[config.mk]
export PLATFORM = sky130hd
export DESIGN_NAME = slpc_phy_ctrl
export DESIGN_NICKNAME = d
export VERILOG_FILES = /design/src/slpc_pkg.sv /design/src/slpc_term_lane.sv /design/src/slpc_phy_ctrl.sv
export SDC_FILE = /design/constraint.sdc
export NUM_CORES = 1
export LEC_CHECK = 0
export BUFFER_PORTS_ARGS = -buffer_cell sky130_fd_sc_hd__buf_2
export CORE_MARGIN = 5
export CORE_UTILIZATION = 34
export DETAILED_ROUTE_END_ITERATION = 8
export HOLD_SLACK_MARGIN = 0.08
export PLACE_DENSITY = 0.51
export SETUP_SLACK_MARGIN = 0.3
export SKIP_CTS_REPAIR_TIMING = 1
export SYNTH_ARGS = -nofsm -noshare
export SYNTH_HDL_FRONTEND = slang
export SYNTH_SLANG_ARGS = --single-unit
[constraint.sdc]
create_clock -name SYS_CLK -period 3.2 [get_ports SYS_CLK]
set_input_delay 0.32 -clock SYS_CLK [delete_from_list [all_inputs] [get_ports SYS_CLK]]
set_output_delay 0.32 -clock SYS_CLK [all_outputs]
set_load 0.05 [all_outputs]
[src/slpc_pkg.sv]
// constants for the serial lane phy control register bank
package slpc_pkg;
  localparam int NUM_LANES = 8;
  localparam int CODE_W = 4;
  localparam int IDX_W = 10;
  // register indices, byte address is four times the index
  localparam logic [9:0] IDX_PLL_REF_CONFIG = 10'h084;
  localparam logic [9:0] IDX_IFACE_POWER = 10'h200;
  localparam logic [9:0] IDX_LANE_POWER_DOWN = 10'h201;
  localparam logic [9:0] IDX_RECOVERY_RESET = 10'h206;
  localparam logic [9:0] IDX_RECOVERY_SAMPLING = 10'h230;
  localparam logic [9:0] IDX_PLL_CONTROL = 10'h280;
  localparam logic [9:0] IDX_PLL_STATE = 10'h281;
  localparam logic [9:0] IDX_PLL_DIVIDER = 10'h289;
  localparam logic [9:0] IDX_TERM_CAL_CTRL_A = 10'h2a7;
  localparam logic [9:0] IDX_TERM_OVERRIDE_A = 10'h2a8;
  localparam logic [9:0] IDX_TERM_CAL_CODE_A = 10'h2ac;
  localparam logic [9:0] IDX_TERM_CAL_CTRL_B = 10'h2ae;
  localparam logic [9:0] IDX_TERM_OVERRIDE_B = 10'h2af;
  localparam logic [9:0] IDX_TERM_CAL_CODE_B = 10'h2b3;
  localparam logic [9:0] IDX_TERM_OFFSET_FIRST = 10'h2bb;
  localparam logic [9:0] IDX_TERM_OFFSET_LAST = 10'h2c2;
  localparam logic [9:0] IDX_LINK_INFO = 10'h2d0;
  localparam logic [9:0] IDX_FRAME_CONFIG = 10'h2d1;
  // field positions
  localparam int BIT_IFACE_PD = 0;
  localparam int BIT_CAL_START = 0;
  localparam int BIT_OVERRIDE_EN = 4;
  localparam int OVR_VAL_HI = 3;
  localparam int OVR_VAL_LO = 1;
  localparam int BIT_OFFSET_SIGN = 3;
  localparam int BIT_PLL_ENABLE = 0;
  localparam int BIT_PLL_RECAL = 2;
  localparam int BIT_PLL_LOCK = 0;
  localparam int BIT_PLL_CAL_DONE = 3;
  localparam int BIT_PLL_BAND_LOW = 4;
  localparam int BIT_PLL_BAND_HIGH = 5;
  localparam int REF_MULT_HI = 5;
  localparam int REF_MULT_LO = 4;
  localparam int REF_DIV_HI = 1;
  localparam int REF_DIV_LO = 0;
  localparam int BIT_HALF_RATE = 5;
  localparam int REC_DIV_HI = 2;
  localparam int REC_DIV_LO = 1;
  localparam int BIT_RECOVERY_RUN = 0;
  localparam int FRAME_F_HI = 2;
  localparam int FRAME_FPP_LO = 4;
  // lane groups of the two termination calibration blocks
  localparam logic [7:0] GROUP_A_LANES = 8'hc3;
  // reset values
  localparam logic [7:0] RST_IFACE_POWER = 8'h01;
  localparam logic [7:0] RST_LANE_POWER_DOWN = 8'hff;
  localparam logic [7:0] RST_FRAME_CONFIG = 8'h01;
  localparam logic [7:0] RST_ZERO = 8'h00;
  // rate relationships
  localparam logic [7:0] DEMUX_WIDTH = 8'h28;
  localparam logic [2:0] BYTES_PER_PCLK = 3'h4;
  localparam int BITS_PER_SYMBOL = 10;
  localparam int REF_CLOCK_RATIO = 40;
  localparam int PFD_MIN_MHZ = 35;
  localparam int PFD_MAX_MHZ = 80;
endpackage : slpc_pkg

[src/slpc_term_lane.sv]
// per-lane termination setting: autocal code, override and signed offset
`timescale 1ns/100ps
`default_nettype none
module slpc_term_lane
  import slpc_pkg::*;
(
  input wire logic clk,
  input wire logic rst,
  input wire logic [3:0] auto_code,
  input wire logic override_en,
  input wire logic [2:0] override_val,
  input wire logic [3:0] offset,
  output logic [3:0] code
);
  logic [4:0] up_sum;
  logic [4:0] down_diff;
  logic [3:0] next_code;

  assign up_sum = {1'b0, auto_code} + {2'b00, offset[2:0]};
  assign down_diff = {1'b0, auto_code} - {2'b00, offset[2:0]};

  always_comb begin
    if (override_en) begin
      next_code = {override_val, 1'b0};
    end else if (offset[BIT_OFFSET_SIGN]) begin
      next_code = down_diff[4] ? 4'h0 : down_diff[3:0];
    end else begin
      next_code = up_sum[4] ? 4'hf : up_sum[3:0];
    end
  end

  always_ff @(posedge clk) begin
    if (rst) begin
      code <= 4'h0;
    end else begin
      code <= next_code;
    end
  end
endmodule : slpc_term_lane
`default_nettype wire

[src/slpc_phy_ctrl.sv]
// serial lane phy control register bank on classic wishbone
//
// The Wishbone slave port was left to the implementer.
`timescale 1ns/100ps
`default_nettype none
module slpc_phy_ctrl
  import slpc_pkg::*;
(
  input wire logic SYS_CLK,
  input wire logic RST,
  input wire logic [11:0] ADR_I,
  input wire logic [31:0] DAT_I,
  output logic [31:0] DAT_O,
  input wire logic WE_I,
  input wire logic [3:0] SEL_I,
  input wire logic CYC_I,
  input wire logic STB_I,
  output logic ACK_O,
  output logic IFACE_PD,
  output logic [7:0] LANE_PD,
  output logic TERM_CAL_START_A,
  output logic TERM_CAL_START_B,
  output logic [31:0] TERM_SETTING,
  output logic PLL_ENABLE,
  output logic PLL_RECAL,
  output logic [1:0] PLL_REF_MULT,
  output logic [1:0] LANE_PLL_REF_DIVIDER,
  output logic RECOVERY_HALF_RATE_SELECT,
  output logic [1:0] RECOVERY_RATE_DIVIDER,
  output logic RECOVERY_RST_N,
  input wire logic PLL_LOCK,
  input wire logic PLL_CAL_DONE,
  input wire logic PLL_BAND_LOW,
  input wire logic PLL_BAND_HIGH,
  input wire logic [3:0] TERM_CODE_A,
  input wire logic [3:0] TERM_CODE_B
);
  logic [9:0] idx;
  logic take;
  logic wr;
  logic rd;
  logic [7:0] next_dat;

  logic [7:0] lane_pll_ref_config;
  logic [7:0] serial_iface_power;
  logic [7:0] lane_power_down;
  logic [7:0] recovery_reset;
  logic [7:0] recovery_sampling_config;
  logic [7:0] lane_pll_control;
  logic [7:0] lane_pll_divider;
  logic [7:0] term_cal_ctrl_group_a;
  logic [7:0] term_cal_ctrl_group_b;
  logic [7:0] term_override_group_a;
  logic [7:0] term_override_group_b;
  logic [7:0] term_offset [NUM_LANES];
  logic [7:0] frame_config;

  logic cal_a_prev;
  logic cal_b_prev;
  logic recal_prev;
  logic [11:0] status_meta;
  logic [11:0] status_sync;
  logic pll_lock;
  logic pll_cal_done;
  logic pll_band_low;
  logic pll_band_high;
  logic [3:0] code_a;
  logic [3:0] code_b;

  // frames carried per processing clock for a given octets-per-frame
  function automatic logic [2:0] frames_per_pclk(input logic [2:0] f);
    case (f)
      3'h1: frames_per_pclk = BYTES_PER_PCLK;
      3'h2: frames_per_pclk = BYTES_PER_PCLK >> 1;
      3'h4: frames_per_pclk = BYTES_PER_PCLK >> 2;
      default: frames_per_pclk = 3'h0;
    endcase
  endfunction : frames_per_pclk

  assign idx = ADR_I[11:2];
  // a request is taken once; ack blocks the repeat cycle
  assign take = CYC_I & STB_I & ~ACK_O;
  assign wr = take & WE_I & SEL_I[0];
  assign rd = take & ~WE_I;

  // slow analog status crosses in through two flops; the code
  // bits are quasi-static once calibration is done
  always_ff @(posedge SYS_CLK) begin
    if (RST) begin
      status_meta <= 12'h000;
      status_sync <= 12'h000;
    end else begin
      status_meta <= {TERM_CODE_B, TERM_CODE_A, PLL_BAND_HIGH, PLL_BAND_LOW, PLL_CAL_DONE, PLL_LOCK};
      status_sync <= status_meta;
    end
  end

  assign pll_lock = status_sync[0];
  assign pll_cal_done = status_sync[1];
  assign pll_band_low = status_sync[2];
  assign pll_band_high = status_sync[3];
  assign code_a = status_sync[7:4];
  assign code_b = status_sync[11:8];

  // register writes; status registers ignore writes
  always_ff @(posedge SYS_CLK) begin
    if (RST) begin
      lane_pll_ref_config <= RST_ZERO;
      serial_iface_power <= RST_IFACE_POWER;
      lane_power_down <= RST_LANE_POWER_DOWN;
      recovery_reset <= RST_ZERO;
      recovery_sampling_config <= RST_ZERO;
      lane_pll_control <= RST_ZERO;
      lane_pll_divider <= RST_ZERO;
      term_cal_ctrl_group_a <= RST_ZERO;
      term_cal_ctrl_group_b <= RST_ZERO;
      term_override_group_a <= RST_ZERO;
      term_override_group_b <= RST_ZERO;
      frame_config <= RST_FRAME_CONFIG;
      for (int i = 0; i < NUM_LANES; i++) begin
        term_offset[i] <= RST_ZERO;
      end
    end else if (wr) begin
      case (idx)
        IDX_PLL_REF_CONFIG: lane_pll_ref_config <= DAT_I[7:0];
        IDX_IFACE_POWER: serial_iface_power <= DAT_I[7:0];
        IDX_LANE_POWER_DOWN: lane_power_down <= DAT_I[7:0];
        IDX_RECOVERY_RESET: recovery_reset <= DAT_I[7:0];
        IDX_RECOVERY_SAMPLING: recovery_sampling_config <= DAT_I[7:0];
        IDX_PLL_CONTROL: lane_pll_control <= DAT_I[7:0];
        IDX_PLL_DIVIDER: lane_pll_divider <= DAT_I[7:0];
        IDX_TERM_CAL_CTRL_A: term_cal_ctrl_group_a <= DAT_I[7:0];
        IDX_TERM_CAL_CTRL_B: term_cal_ctrl_group_b <= DAT_I[7:0];
        IDX_TERM_OVERRIDE_A: term_override_group_a <= DAT_I[7:0];
        IDX_TERM_OVERRIDE_B: term_override_group_b <= DAT_I[7:0];
        IDX_FRAME_CONFIG: frame_config <= {5'h00, DAT_I[FRAME_F_HI:0]};
        default: begin
          for (int i = 0; i < NUM_LANES; i++) begin
            if (idx == IDX_TERM_OFFSET_FIRST + 10'(i)) begin
              term_offset[i] <= DAT_I[7:0];
            end
          end
        end
      endcase
    end
  end

  // read mux
  always_comb begin
    next_dat = 8'h00;
    case (idx)
      IDX_PLL_REF_CONFIG: next_dat = lane_pll_ref_config;
      IDX_IFACE_POWER: next_dat = serial_iface_power;
      IDX_LANE_POWER_DOWN: next_dat = lane_power_down;
      IDX_RECOVERY_RESET: next_dat = recovery_reset;
      IDX_RECOVERY_SAMPLING: next_dat = recovery_sampling_config;
      IDX_PLL_CONTROL: next_dat = lane_pll_control;
      IDX_PLL_DIVIDER: next_dat = lane_pll_divider;
      IDX_TERM_CAL_CTRL_A: next_dat = term_cal_ctrl_group_a;
      IDX_TERM_CAL_CTRL_B: next_dat = term_cal_ctrl_group_b;
      IDX_TERM_OVERRIDE_A: next_dat = term_override_group_a;
      IDX_TERM_OVERRIDE_B: next_dat = term_override_group_b;
      IDX_PLL_STATE: begin
        next_dat[BIT_PLL_LOCK] = pll_lock;
        next_dat[BIT_PLL_CAL_DONE] = pll_cal_done;
        next_dat[BIT_PLL_BAND_LOW] = pll_band_low;
        next_dat[BIT_PLL_BAND_HIGH] = pll_band_high;
      end
      IDX_TERM_CAL_CODE_A: next_dat = {4'h0, code_a};
      IDX_TERM_CAL_CODE_B: next_dat = {4'h0, code_b};
      IDX_LINK_INFO: next_dat = DEMUX_WIDTH;
      IDX_FRAME_CONFIG: next_dat = {1'b0, frames_per_pclk(frame_config[FRAME_F_HI:0]), frame_config[3:0]};
      default: begin
        for (int i = 0; i < NUM_LANES; i++) begin
          if (idx == IDX_TERM_OFFSET_FIRST + 10'(i)) begin
            next_dat = term_offset[i];
          end
        end
      end
    endcase
  end

  // answer one cycle after the request, unmapped reads give zero
  always_ff @(posedge SYS_CLK) begin
    if (RST) begin
      ACK_O <= 1'b0;
      DAT_O <= 32'h0000_0000;
    end else begin
      ACK_O <= take;
      DAT_O <= rd ? {24'h00_0000, next_dat} : 32'h0000_0000;
    end
  end

  // power controls to the lanes
  always_ff @(posedge SYS_CLK) begin
    if (RST) begin
      IFACE_PD <= 1'b1;
      LANE_PD <= RST_LANE_POWER_DOWN;
    end else begin
      // powered up only when bit0 clear
      IFACE_PD <= serial_iface_power[BIT_IFACE_PD];
      LANE_PD <= lane_power_down;
    end
  end

  // calibration start pulses; rewriting 0x01 over 0x01 gives no edge
  always_ff @(posedge SYS_CLK) begin
    if (RST) begin
      cal_a_prev <= 1'b0;
      cal_b_prev <= 1'b0;
      TERM_CAL_START_A <= 1'b0;
      TERM_CAL_START_B <= 1'b0;
    end else begin
      cal_a_prev <= term_cal_ctrl_group_a[BIT_CAL_START];
      cal_b_prev <= term_cal_ctrl_group_b[BIT_CAL_START];
      TERM_CAL_START_A <= term_cal_ctrl_group_a[BIT_CAL_START] & ~cal_a_prev;
      TERM_CAL_START_B <= term_cal_ctrl_group_b[BIT_CAL_START] & ~cal_b_prev;
    end
  end

  // pll and clock recovery controls
  always_ff @(posedge SYS_CLK) begin
    if (RST) begin
      recal_prev <= 1'b0;
      PLL_ENABLE <= 1'b0;
      PLL_RECAL <= 1'b0;
      PLL_REF_MULT <= 2'b00;
      LANE_PLL_REF_DIVIDER <= 2'b00;
      RECOVERY_HALF_RATE_SELECT <= 1'b0;
      RECOVERY_RATE_DIVIDER <= 2'b00;
      RECOVERY_RST_N <= 1'b0;
    end else begin
      recal_prev <= lane_pll_control[BIT_PLL_RECAL];
      PLL_ENABLE <= lane_pll_control[BIT_PLL_ENABLE];
      PLL_RECAL <= lane_pll_control[BIT_PLL_RECAL] & ~recal_prev;
      PLL_REF_MULT <= lane_pll_ref_config[REF_MULT_HI:REF_MULT_LO];
      LANE_PLL_REF_DIVIDER <= lane_pll_divider[REF_DIV_HI:REF_DIV_LO];
      RECOVERY_HALF_RATE_SELECT <= recovery_sampling_config[BIT_HALF_RATE];
      RECOVERY_RATE_DIVIDER <= recovery_sampling_config[REC_DIV_HI:REC_DIV_LO];
      // recovery held in reset while bit0 clear
      RECOVERY_RST_N <= recovery_reset[BIT_RECOVERY_RUN];
    end
  end

  for (genvar g = 0; g < NUM_LANES; g++) begin : g_lane
    localparam bit IN_A = GROUP_A_LANES[g];
    slpc_term_lane u_term (
      .clk(SYS_CLK),
      .rst(RST),
      .auto_code(IN_A ? code_a : code_b),
      .override_en(IN_A ? term_override_group_a[BIT_OVERRIDE_EN] : term_override_group_b[BIT_OVERRIDE_EN]),
      .override_val(IN_A ? term_override_group_a[OVR_VAL_HI:OVR_VAL_LO]
                         : term_override_group_b[OVR_VAL_HI:OVR_VAL_LO]),
      .offset(term_offset[g][3:0]),
      .code(TERM_SETTING[g*CODE_W +: CODE_W])
    );
  end
endmodule : slpc_phy_ctrl
`default_nettype wire

==> impl_metrics.py, run 1 <==
metrics = {
    "grt": {
        "grt_start_max_net_pins": 91,
        "antenna_found_initial": 2,
        "track_usage_pct": 20.0,
        "grt_pass1_wl_um": 63000,
        "overflow": 0,
        "grt_pass1_vias": 10000,
    },
    "detailed_routing": {
        "routed_wl_um": 42000,
        "vias": 10500,
        "wl_per_cell_um": 21.4,
        "drc_errors": 0,
        "ant_nets": 0,
        "avgViaCountPerCell": 5.35,
        "drt_pre_antenna_iters": 9,
        "drt_iter0_drc": 927,
    },
    "die": {
        "coreArea_sq_um": 35700,
        "rows": 69,
        "start_util_pct": 34.6,
        "design.die.area_sq_um": 40300,
        "io_pins": 151,
        "die_x_um": 201,
        "die_h_um": 201,
    },
    "clocking": {
        "clock_path_buffers": 3,
        "cts_sinks": 244,
        "cts-root-buf": "clkbuf_16",
        "numCtsBuffers": 28,
        "worstSkewPairLatency_ns": 0.57,
        "cts_max_level": 1,
        "cts_tree": "built",
        "clkSlewWorstSetupHoldPaths_ns": 0.06,
    },
    "power": {
        "p_switching_uw": 2000,
        "total_power_uw": 7440,
        "p_comb_share_pct": 10.7,
        "leakage_uw": 0.00565,
        "switching_share_pct": 26.8,
        "p_int_uw": 5450,
        "clkPwrFrac_pct": 44.7,
        "power.share.sequential_pct": 44.6,
        "power.density_cell_area_nw_per_um2": 515,
        "irDropWorstVdd_mv": 0.349,
    },
    "hold_path": {
        "hold_path_depth": 3,
        "hold_class": "input port to flip-flop",
        "hold_end": "ACK_O",
        "hold_start": "STB_I",
    },
    "yosys": {
        "synthCells": 1379,
        "yosysMostFrequentCell": "dfxtp_1",
        "synthTopCellsByArea": "dfxtp_1 (29%), edfxtp_1 (16%), a21oi_1 (5.3%), nand2_1 (5.3%), ha_1 (4.9%)",
        "ys_ff_latch": 244,
        "ys_seq_area_share_pct": 44.7,
        "synth_edf_count": 64,
        "yosys_warnings": 0,
        "ys_dominant_reg_cell": "dfxtp_1",
        "synth-async-reset-ratio_pct": 0,
        "syn_area_per_cell_sq_um": 8.97,
        "synth_top_cell_by_area": "dfxtp_1",
        "synth_common_cells": "dfxtp_1 (180), nand2_1 (174), a21oi_1 (131)",
        "synth_top_area_share_pct": 29.1,
        "synthesis.area_sq_um": 12400,
        "ys_types": 72,
    },
    "placed_design": {
        "post-place-cells": 1900,
        "dpl.hpwl_um": 30400,
        "dp_slack_ns": 0.144,
        "routabilityCongestion": 0.988,
        "io_buffers": 97,
    },
    "run": {
        "maxCapViolations": 0,
    },
    "sta": {
        "fin_skew_ns": 0.0220,
        "max_freq_ghz": 0.393,
        "fin_crit_sh_pct": 79.5,
        "setup_viol": 0,
        "hold_viol_final": 0,
        "setup_ws_ns": 0.658,
        "tns_ns": 0,
        "slew_violations": 0,
        "relSlewSlack_pct": 38.9,
        "post-route-min-period_ns": 2.54,
        "worstMarginPinSlew_ns": 0.916,
        "rsz0062_at_grt": "no",
    },
    "worst_setup_path": {
        "rr_worst_depth": 5,
        "worst_path_max_delay_cell": "and3_1",
        "crit_required_ns": 3.40,
        "ff2ff_setup_slack_ns": 0.73,
        "r2r-start": "ACK_O",
        "arrival_ns": 2.74,
        "crit_start": "ADR_I[7]",
        "cp_cell_sequence": "buf_2 -> or4_1 -> o32ai_1 -> a211oi_1 -> and3_1 -> nand3_4 -> nand2b_1",
        "worstReg2RegEnd": "term_offset[1][12]",
        "path_class": "input port to flip-flop",
        "crit_path_max_incr_delay_ns": 0.77,
        "worstPathMaxFanout": 14,
        "start_kind": "input port",
        "cp-end-kind": "flip-flop",
    },
    "finish": {
        "finalNonFillerCells": 1964,
        "num_antenna_cells": 0,
        "area_delta_synth_final_pct": 16.8,
        "drive_gt1_share_pct": 15.4,
        "nNetsFinal": 1610,
    },
    "outcome": {
        "status": "finished clean",
    },
}
layer usage:
metal / wire, um / global-route usage [%]
met1: 20100 / 30.2
met2: 17300 / 29.0
met3: 3360 / 4.35
met4: 1140 / 4.87
met5: 25 / 0
state kept, by name, summed over array words and instances (netlist names), 12 cells and up:
name and count:
status_sync 12, status_meta 12, g_lane.u_term.code 32, term_offset 64
logic make-up (layout without fill, tap and decap cells):
group | count (synthesis) | in the layout | synth area share [%]
fa+ha+maj | 64 | 64 | 7.44
buf+inv | 155 | 256 | 5.83
mux | 28 | 28 | 2.30
xor+xnor | 11 | 11 | 0.779
compound gates | 315 | 315 | 15.6
simple gates | 561 | 561 | 23.3
flops | 244 | 244 | 44.7
other cells | 1 | 24 | 0.0303
metrics by stage:
step / hold WS, ns / util [%] / area [sq um]
after floorplan: 0.367 / - / 12500
after global placement: 0.372 / 37.4 / 13400
after detailed placement: 0.374 / 37.4 / 13400
after CTS: -0.0456 / 40.1 / 14300
after global routing: 0.165 / 40.5 / 14500
final: 0.142 / 40.5 / 14500
power groups by stage:
stage	sequential [uW]	combinational (uW)	clock (uW)
2_1_floorplan	3470	472	0
3_3_place_gp	3390	774	0
3_5_place_dp	3390	774	0
4_1_cts	3320	781	3400
5_1_grt	3330	864	3520
6_report	3320	796	3320
critical path: cells and delay by family:
family	cells	cell delay, ns
buffers and inverters	1	0.24
AOI/OAI and AO/OA	2	0.45
and+or+nand+nor	4	1.71
worst max-delay path by stage:
stage	end	slack, ns	cells after the start
after floorplan	term_offset[0][10]	0.81	9
after global placement	term_offset[1][9]	0.18	7
after detailed placement	term_offset[1][11]	0.14	7
after CTS	g_lane[1].u_term.code[1]	0.70	8
after global routing	term_offset[1][12]	0.52	7
final	term_offset[1][12]	0.66	7
cell usage in the layout, fill, tap and decap left out, types with 18 or more instances in the layout:
cell type  synthesis  final
dfxtp_1          180    180
nand2_1          174    174
a21oi_1          131    131
nor2_1           105    104
buf_2             22     96
nor2b_1           70     70
o21ai_0           68     68
nand3_1           67     67
edfxtp_1          64     64
inv_1             49     49
ha_1              48     48
buf_4             24     45
clkbuf_16          0     31
nor3_1            30     30
mux2i_1           25     25
a22oi_1           24     24
conb_1             1     24
nand2b_1          18     18
area by class of cell:
type / count / area (sq um)
Multi-Input combinational cell: 1003 / 6230
Inverter: 49 / 184
Clock inverter: 14 / 114
Tap cell: 461 / 577
Clock buffer: 38 / 853
Fill cell: 3666 / 21300
Timing Repair Buffer: 155 / 978
Sequential cell: 244 / 5530
(Power assumes the default switching activity.)
==> run 2, diff against run 1 <==
--- a/config.mk
+++ b/config.mk
@@ -5,6 +5,7 @@
 export SDC_FILE = /design/constraint.sdc
 export NUM_CORES = 1
 export LEC_CHECK = 0
+export ABC_AREA = 1
 export BUFFER_PORTS_ARGS = -buffer_cell sky130_fd_sc_hd__buf_2
 export CORE_MARGIN = 5
 export CORE_UTILIZATION = 34
==> constraint.sdc (replaced) <==
create_clock -name SYS_CLK -period 2.52 [get_ports SYS_CLK]
set_input_delay 0.252 -clock SYS_CLK [delete_from_list [all_inputs] [get_ports SYS_CLK]]
set_output_delay 0.252 -clock SYS_CLK [all_outputs]
set_load 0.05 [all_outputs]
==> impl_metrics.py, run 2 <==
metrics = {
    "outcome": {
        "status": "finished clean",
    },
    "yosys": {
        "ys_ff_latch": 244,
        "synth_top_area_share_pct": 29.0,
        "synth_edf_count": 64,
        "yosysMostFrequentCell": "nor2_1",
        "yosys_warnings": 0,
        "syn_area_per_cell_sq_um": 7.89,
        "ys_seq_area_share_pct": 44.5,
        "synthesis.area_sq_um": 12400,
        "synth_top_cell_by_area": "dfxtp_1",
        "synth-async-reset-ratio_pct": 0,
        "synthTopCellsByArea": "dfxtp_1 (29%), edfxtp_1 (15%), nor2_1 (7.4%), nand2_1 (7.2%), inv_1 (6.0%)",
        "synthCells": 1574,
        "synth_common_cells": "nor2_1 (246), nand2_1 (239), inv_1 (200)",
        "ys_types": 46,
        "ys_dominant_reg_cell": "dfxtp_1",
    },
    "worst_setup_path": {
        "arrival_ns": 2.53,
        "ff2ff_setup_slack_ns": 0.48,
        "crit_required_ns": 3.01,
        "cp_cell_sequence": "clkinvlp_4 -> buf_12 -> fa_1 -> nor2_1 -> inv_1 -> nand2_1 -> nand2_1 -> o21ai_0 -> nand3_1 -> nand2_1",
        "worstPathMaxFanout": 4,
        "worstReg2RegEnd": "g_lane[6].u_term.code[1]",
        "cp-end-kind": "flip-flop",
        "cp-endpoint": "g_lane[6].u_term.code[1]",
        "worst_path_max_delay_cell": "dfxtp_2",
        "start_kind": "flip-flop",
        "r2r-start": "status_sync[5]",
        "crit_path_max_incr_delay_ns": 0.41,
        "path_class": "flip-flop to flip-flop",
        "crit_start": "status_sync[5]",
        "rr_worst_depth": 10,
        "path_common_cell": "nand2_1",
    },
    "grt": {
        "overflow": 0,
        "grtUsageMet1_pct": 25.9,
        "grt_pass1_vias": 10300,
        "grt_use_met3_pct": 3.24,
        "grtUsageMet2_pct": 30.9,
        "grt_pass1_wl_um": 59600,
        "antenna_found_initial": 0,
        "track_usage_pct": 18.7,
        "grt-busiest-layer": "met2",
        "grt_start_max_net_pins": 55,
    },
    "power": {
        "leakage_uw": 0.00657,
        "irDropWorstVdd_mv": 0.533,
        "total_power_uw": 9240,
        "power.density_cell_area_nw_per_um2": 623,
    },
    "placed_design": {
        "io_buffers": 97,
        "dpl.hpwl_um": 30300,
        "routabilityCongestion": 0.933,
    },
    "finish": {
        "drive_gt1_share_pct": 16.3,
        "fill_cells": 3734,
        "num_antenna_cells": 0,
        "largest_reg_flops": 64,
        "layout_common_cells": "nor2_1 (246), nand2_1 (239), inv_1 (199)",
        "nNetsFinal": 1869,
        "postLayoutCoreUtil_pct": 40.8,
        "area_delta_synth_final_pct": 19.6,
        "reg.largest.list": "term_offset (64), g_lane.u_term.code (32)",
        "layout.cells.most_common": "nor2_1",
        "largest-register": "term_offset",
    },
    "detailed_routing": {
        "avgViaCountPerCell": 4.83,
        "wl_per_cell_um": 17.5,
        "drc_errors": 0,
        "vias": 10800,
        "drt_pre_antenna_iters": 5,
        "drt_iter0_drc": 735,
        "routed_wl_um": 39000,
        "ant_nets": 0,
    },
    "sta": {
        "fin_hold_ws_ns": 0.0728,
        "setup_viol": 0,
        "fin_skew_ns": 0.0260,
        "tns_ns": 0,
        "fin_crit_sh_pct": 81.1,
        "max_freq_ghz": 0.489,
        "hold_viol_final": 0,
        "worstMarginPinSlew_ns": 0.683,
        "rsz0062_at_grt": "yes",
        "slew_violations": 0,
        "relSlewSlack_pct": 54.1,
        "post-route-min-period_ns": 2.04,
    },
    "die": {
        "die_h_um": 201,
        "die_x_um": 201,
        "start_util_pct": 34.2,
        "io_pins": 151,
        "coreArea_sq_um": 36300,
        "rows": 70,
        "design.die.area_sq_um": 40400,
    },
    "clocking": {
        "cts_tree": "built",
        "clock_path_buffers": 3,
        "cts_max_level": 1,
        "numCtsBuffers": 28,
        "cts-root-buf": "clkbuf_16",
        "worstSkewPairLatency_ns": 0.57,
        "clkSlewWorstSetupHoldPaths_ns": 0.06,
        "cts_sinks": 244,
    },
    "hold_path": {
        "hold_class": "input port to flip-flop",
    },
    "run": {
        "maxCapViolations": 0,
    },
}
==> run 2: cell count changes in the layout (fill, tap and decap cells not counted), sizes merged, moves of 17 or more <==
cell,delta
nor2,+166
inv,+160
nand2,+78
nor2b,-70
o21ai,+64
nand4,+29
mux2i,-25
a21oi,-24
buf,+24
a22oi,-23
nand2b,-18
nand3,+17
==> run 2: worst max-delay path: cells and delay by family (launching register included) <==
family / cells / cell delay [ns]
compound gates: 1 / 0.24
fa+ha+maj: 1 / 0.41
buf+inv: 3 / 0.44
flops: 1 / 0.41
simple gates: 5 / 0.46
==> run 2: logic make-up after synthesis <==
group / count (synthesis) / synth area share, %
xor+xnor: 15 / 1.06
simple gates: 684 / 25.0
fa+ha+maj: 64 / 7.42
compound gates: 286 / 12.5
other cells: 1 / 0.0302
flops: 244 / 44.5
buf+inv: 280 / 9.52
==> run 2: worst min path at each step <==
stage	start	end	slack, ns	depth (start not counted)
after global routing	DAT_I[4]	lane_pll_divider[4]	0.08	3
after floorplan	PLL_LOCK	status_meta[0]	0.36	2
after CTS	TERM_CODE_B[3]	status_meta[11]	-0.15	3
final	CYC_I	ACK_O	0.07	5
after detailed placement	cal_b_prev	TERM_CAL_START_B	0.38	1
after global placement	cal_b_prev	TERM_CAL_START_B	0.38	1
==> run 2: through the flow <==
step	worst slack [ns]	cell area (sq um)	instances
2_1_floorplan	0.380	12500	1597
3_3_place_gp	0.260	13700	2161
3_5_place_dp	0.202	13700	2161
4_1_cts	0.353	14700	2213
5_1_grt	0.265	14800	2230
6_report	0.477	14800	2230
==> run 2: cell type report <==
type / instances / area, sq um / area share (%)
Clock buffer: 42 / 866 / 5.83
Clock inverter: 10 / 76.3 / 0.514
Inverter: 211 / 798 / 5.38
Multi-Input combinational cell: 1073 / 5800 / 39.0
Sequential cell: 244 / 5530 / 37.2
Tap cell: 468 / 586 / 3.94
Timing Repair Buffer: 182 / 1200 / 8.07
==> run 2: per-layer routing <==
metal | vias up | wire (um)
met2 | 292 | 17900
met1 | 5027 | 18200
met5 | - | 0
met4 | 0 | 843
met3 | 44 | 2150
li1 | 5417 | -
==> run 2: where the power goes <==
part           internal, uW  switching [uW]  total (uW)
Combinational           269             701         970
Clock                  2390            1700        4080
Sequential             4130            63.9        4190
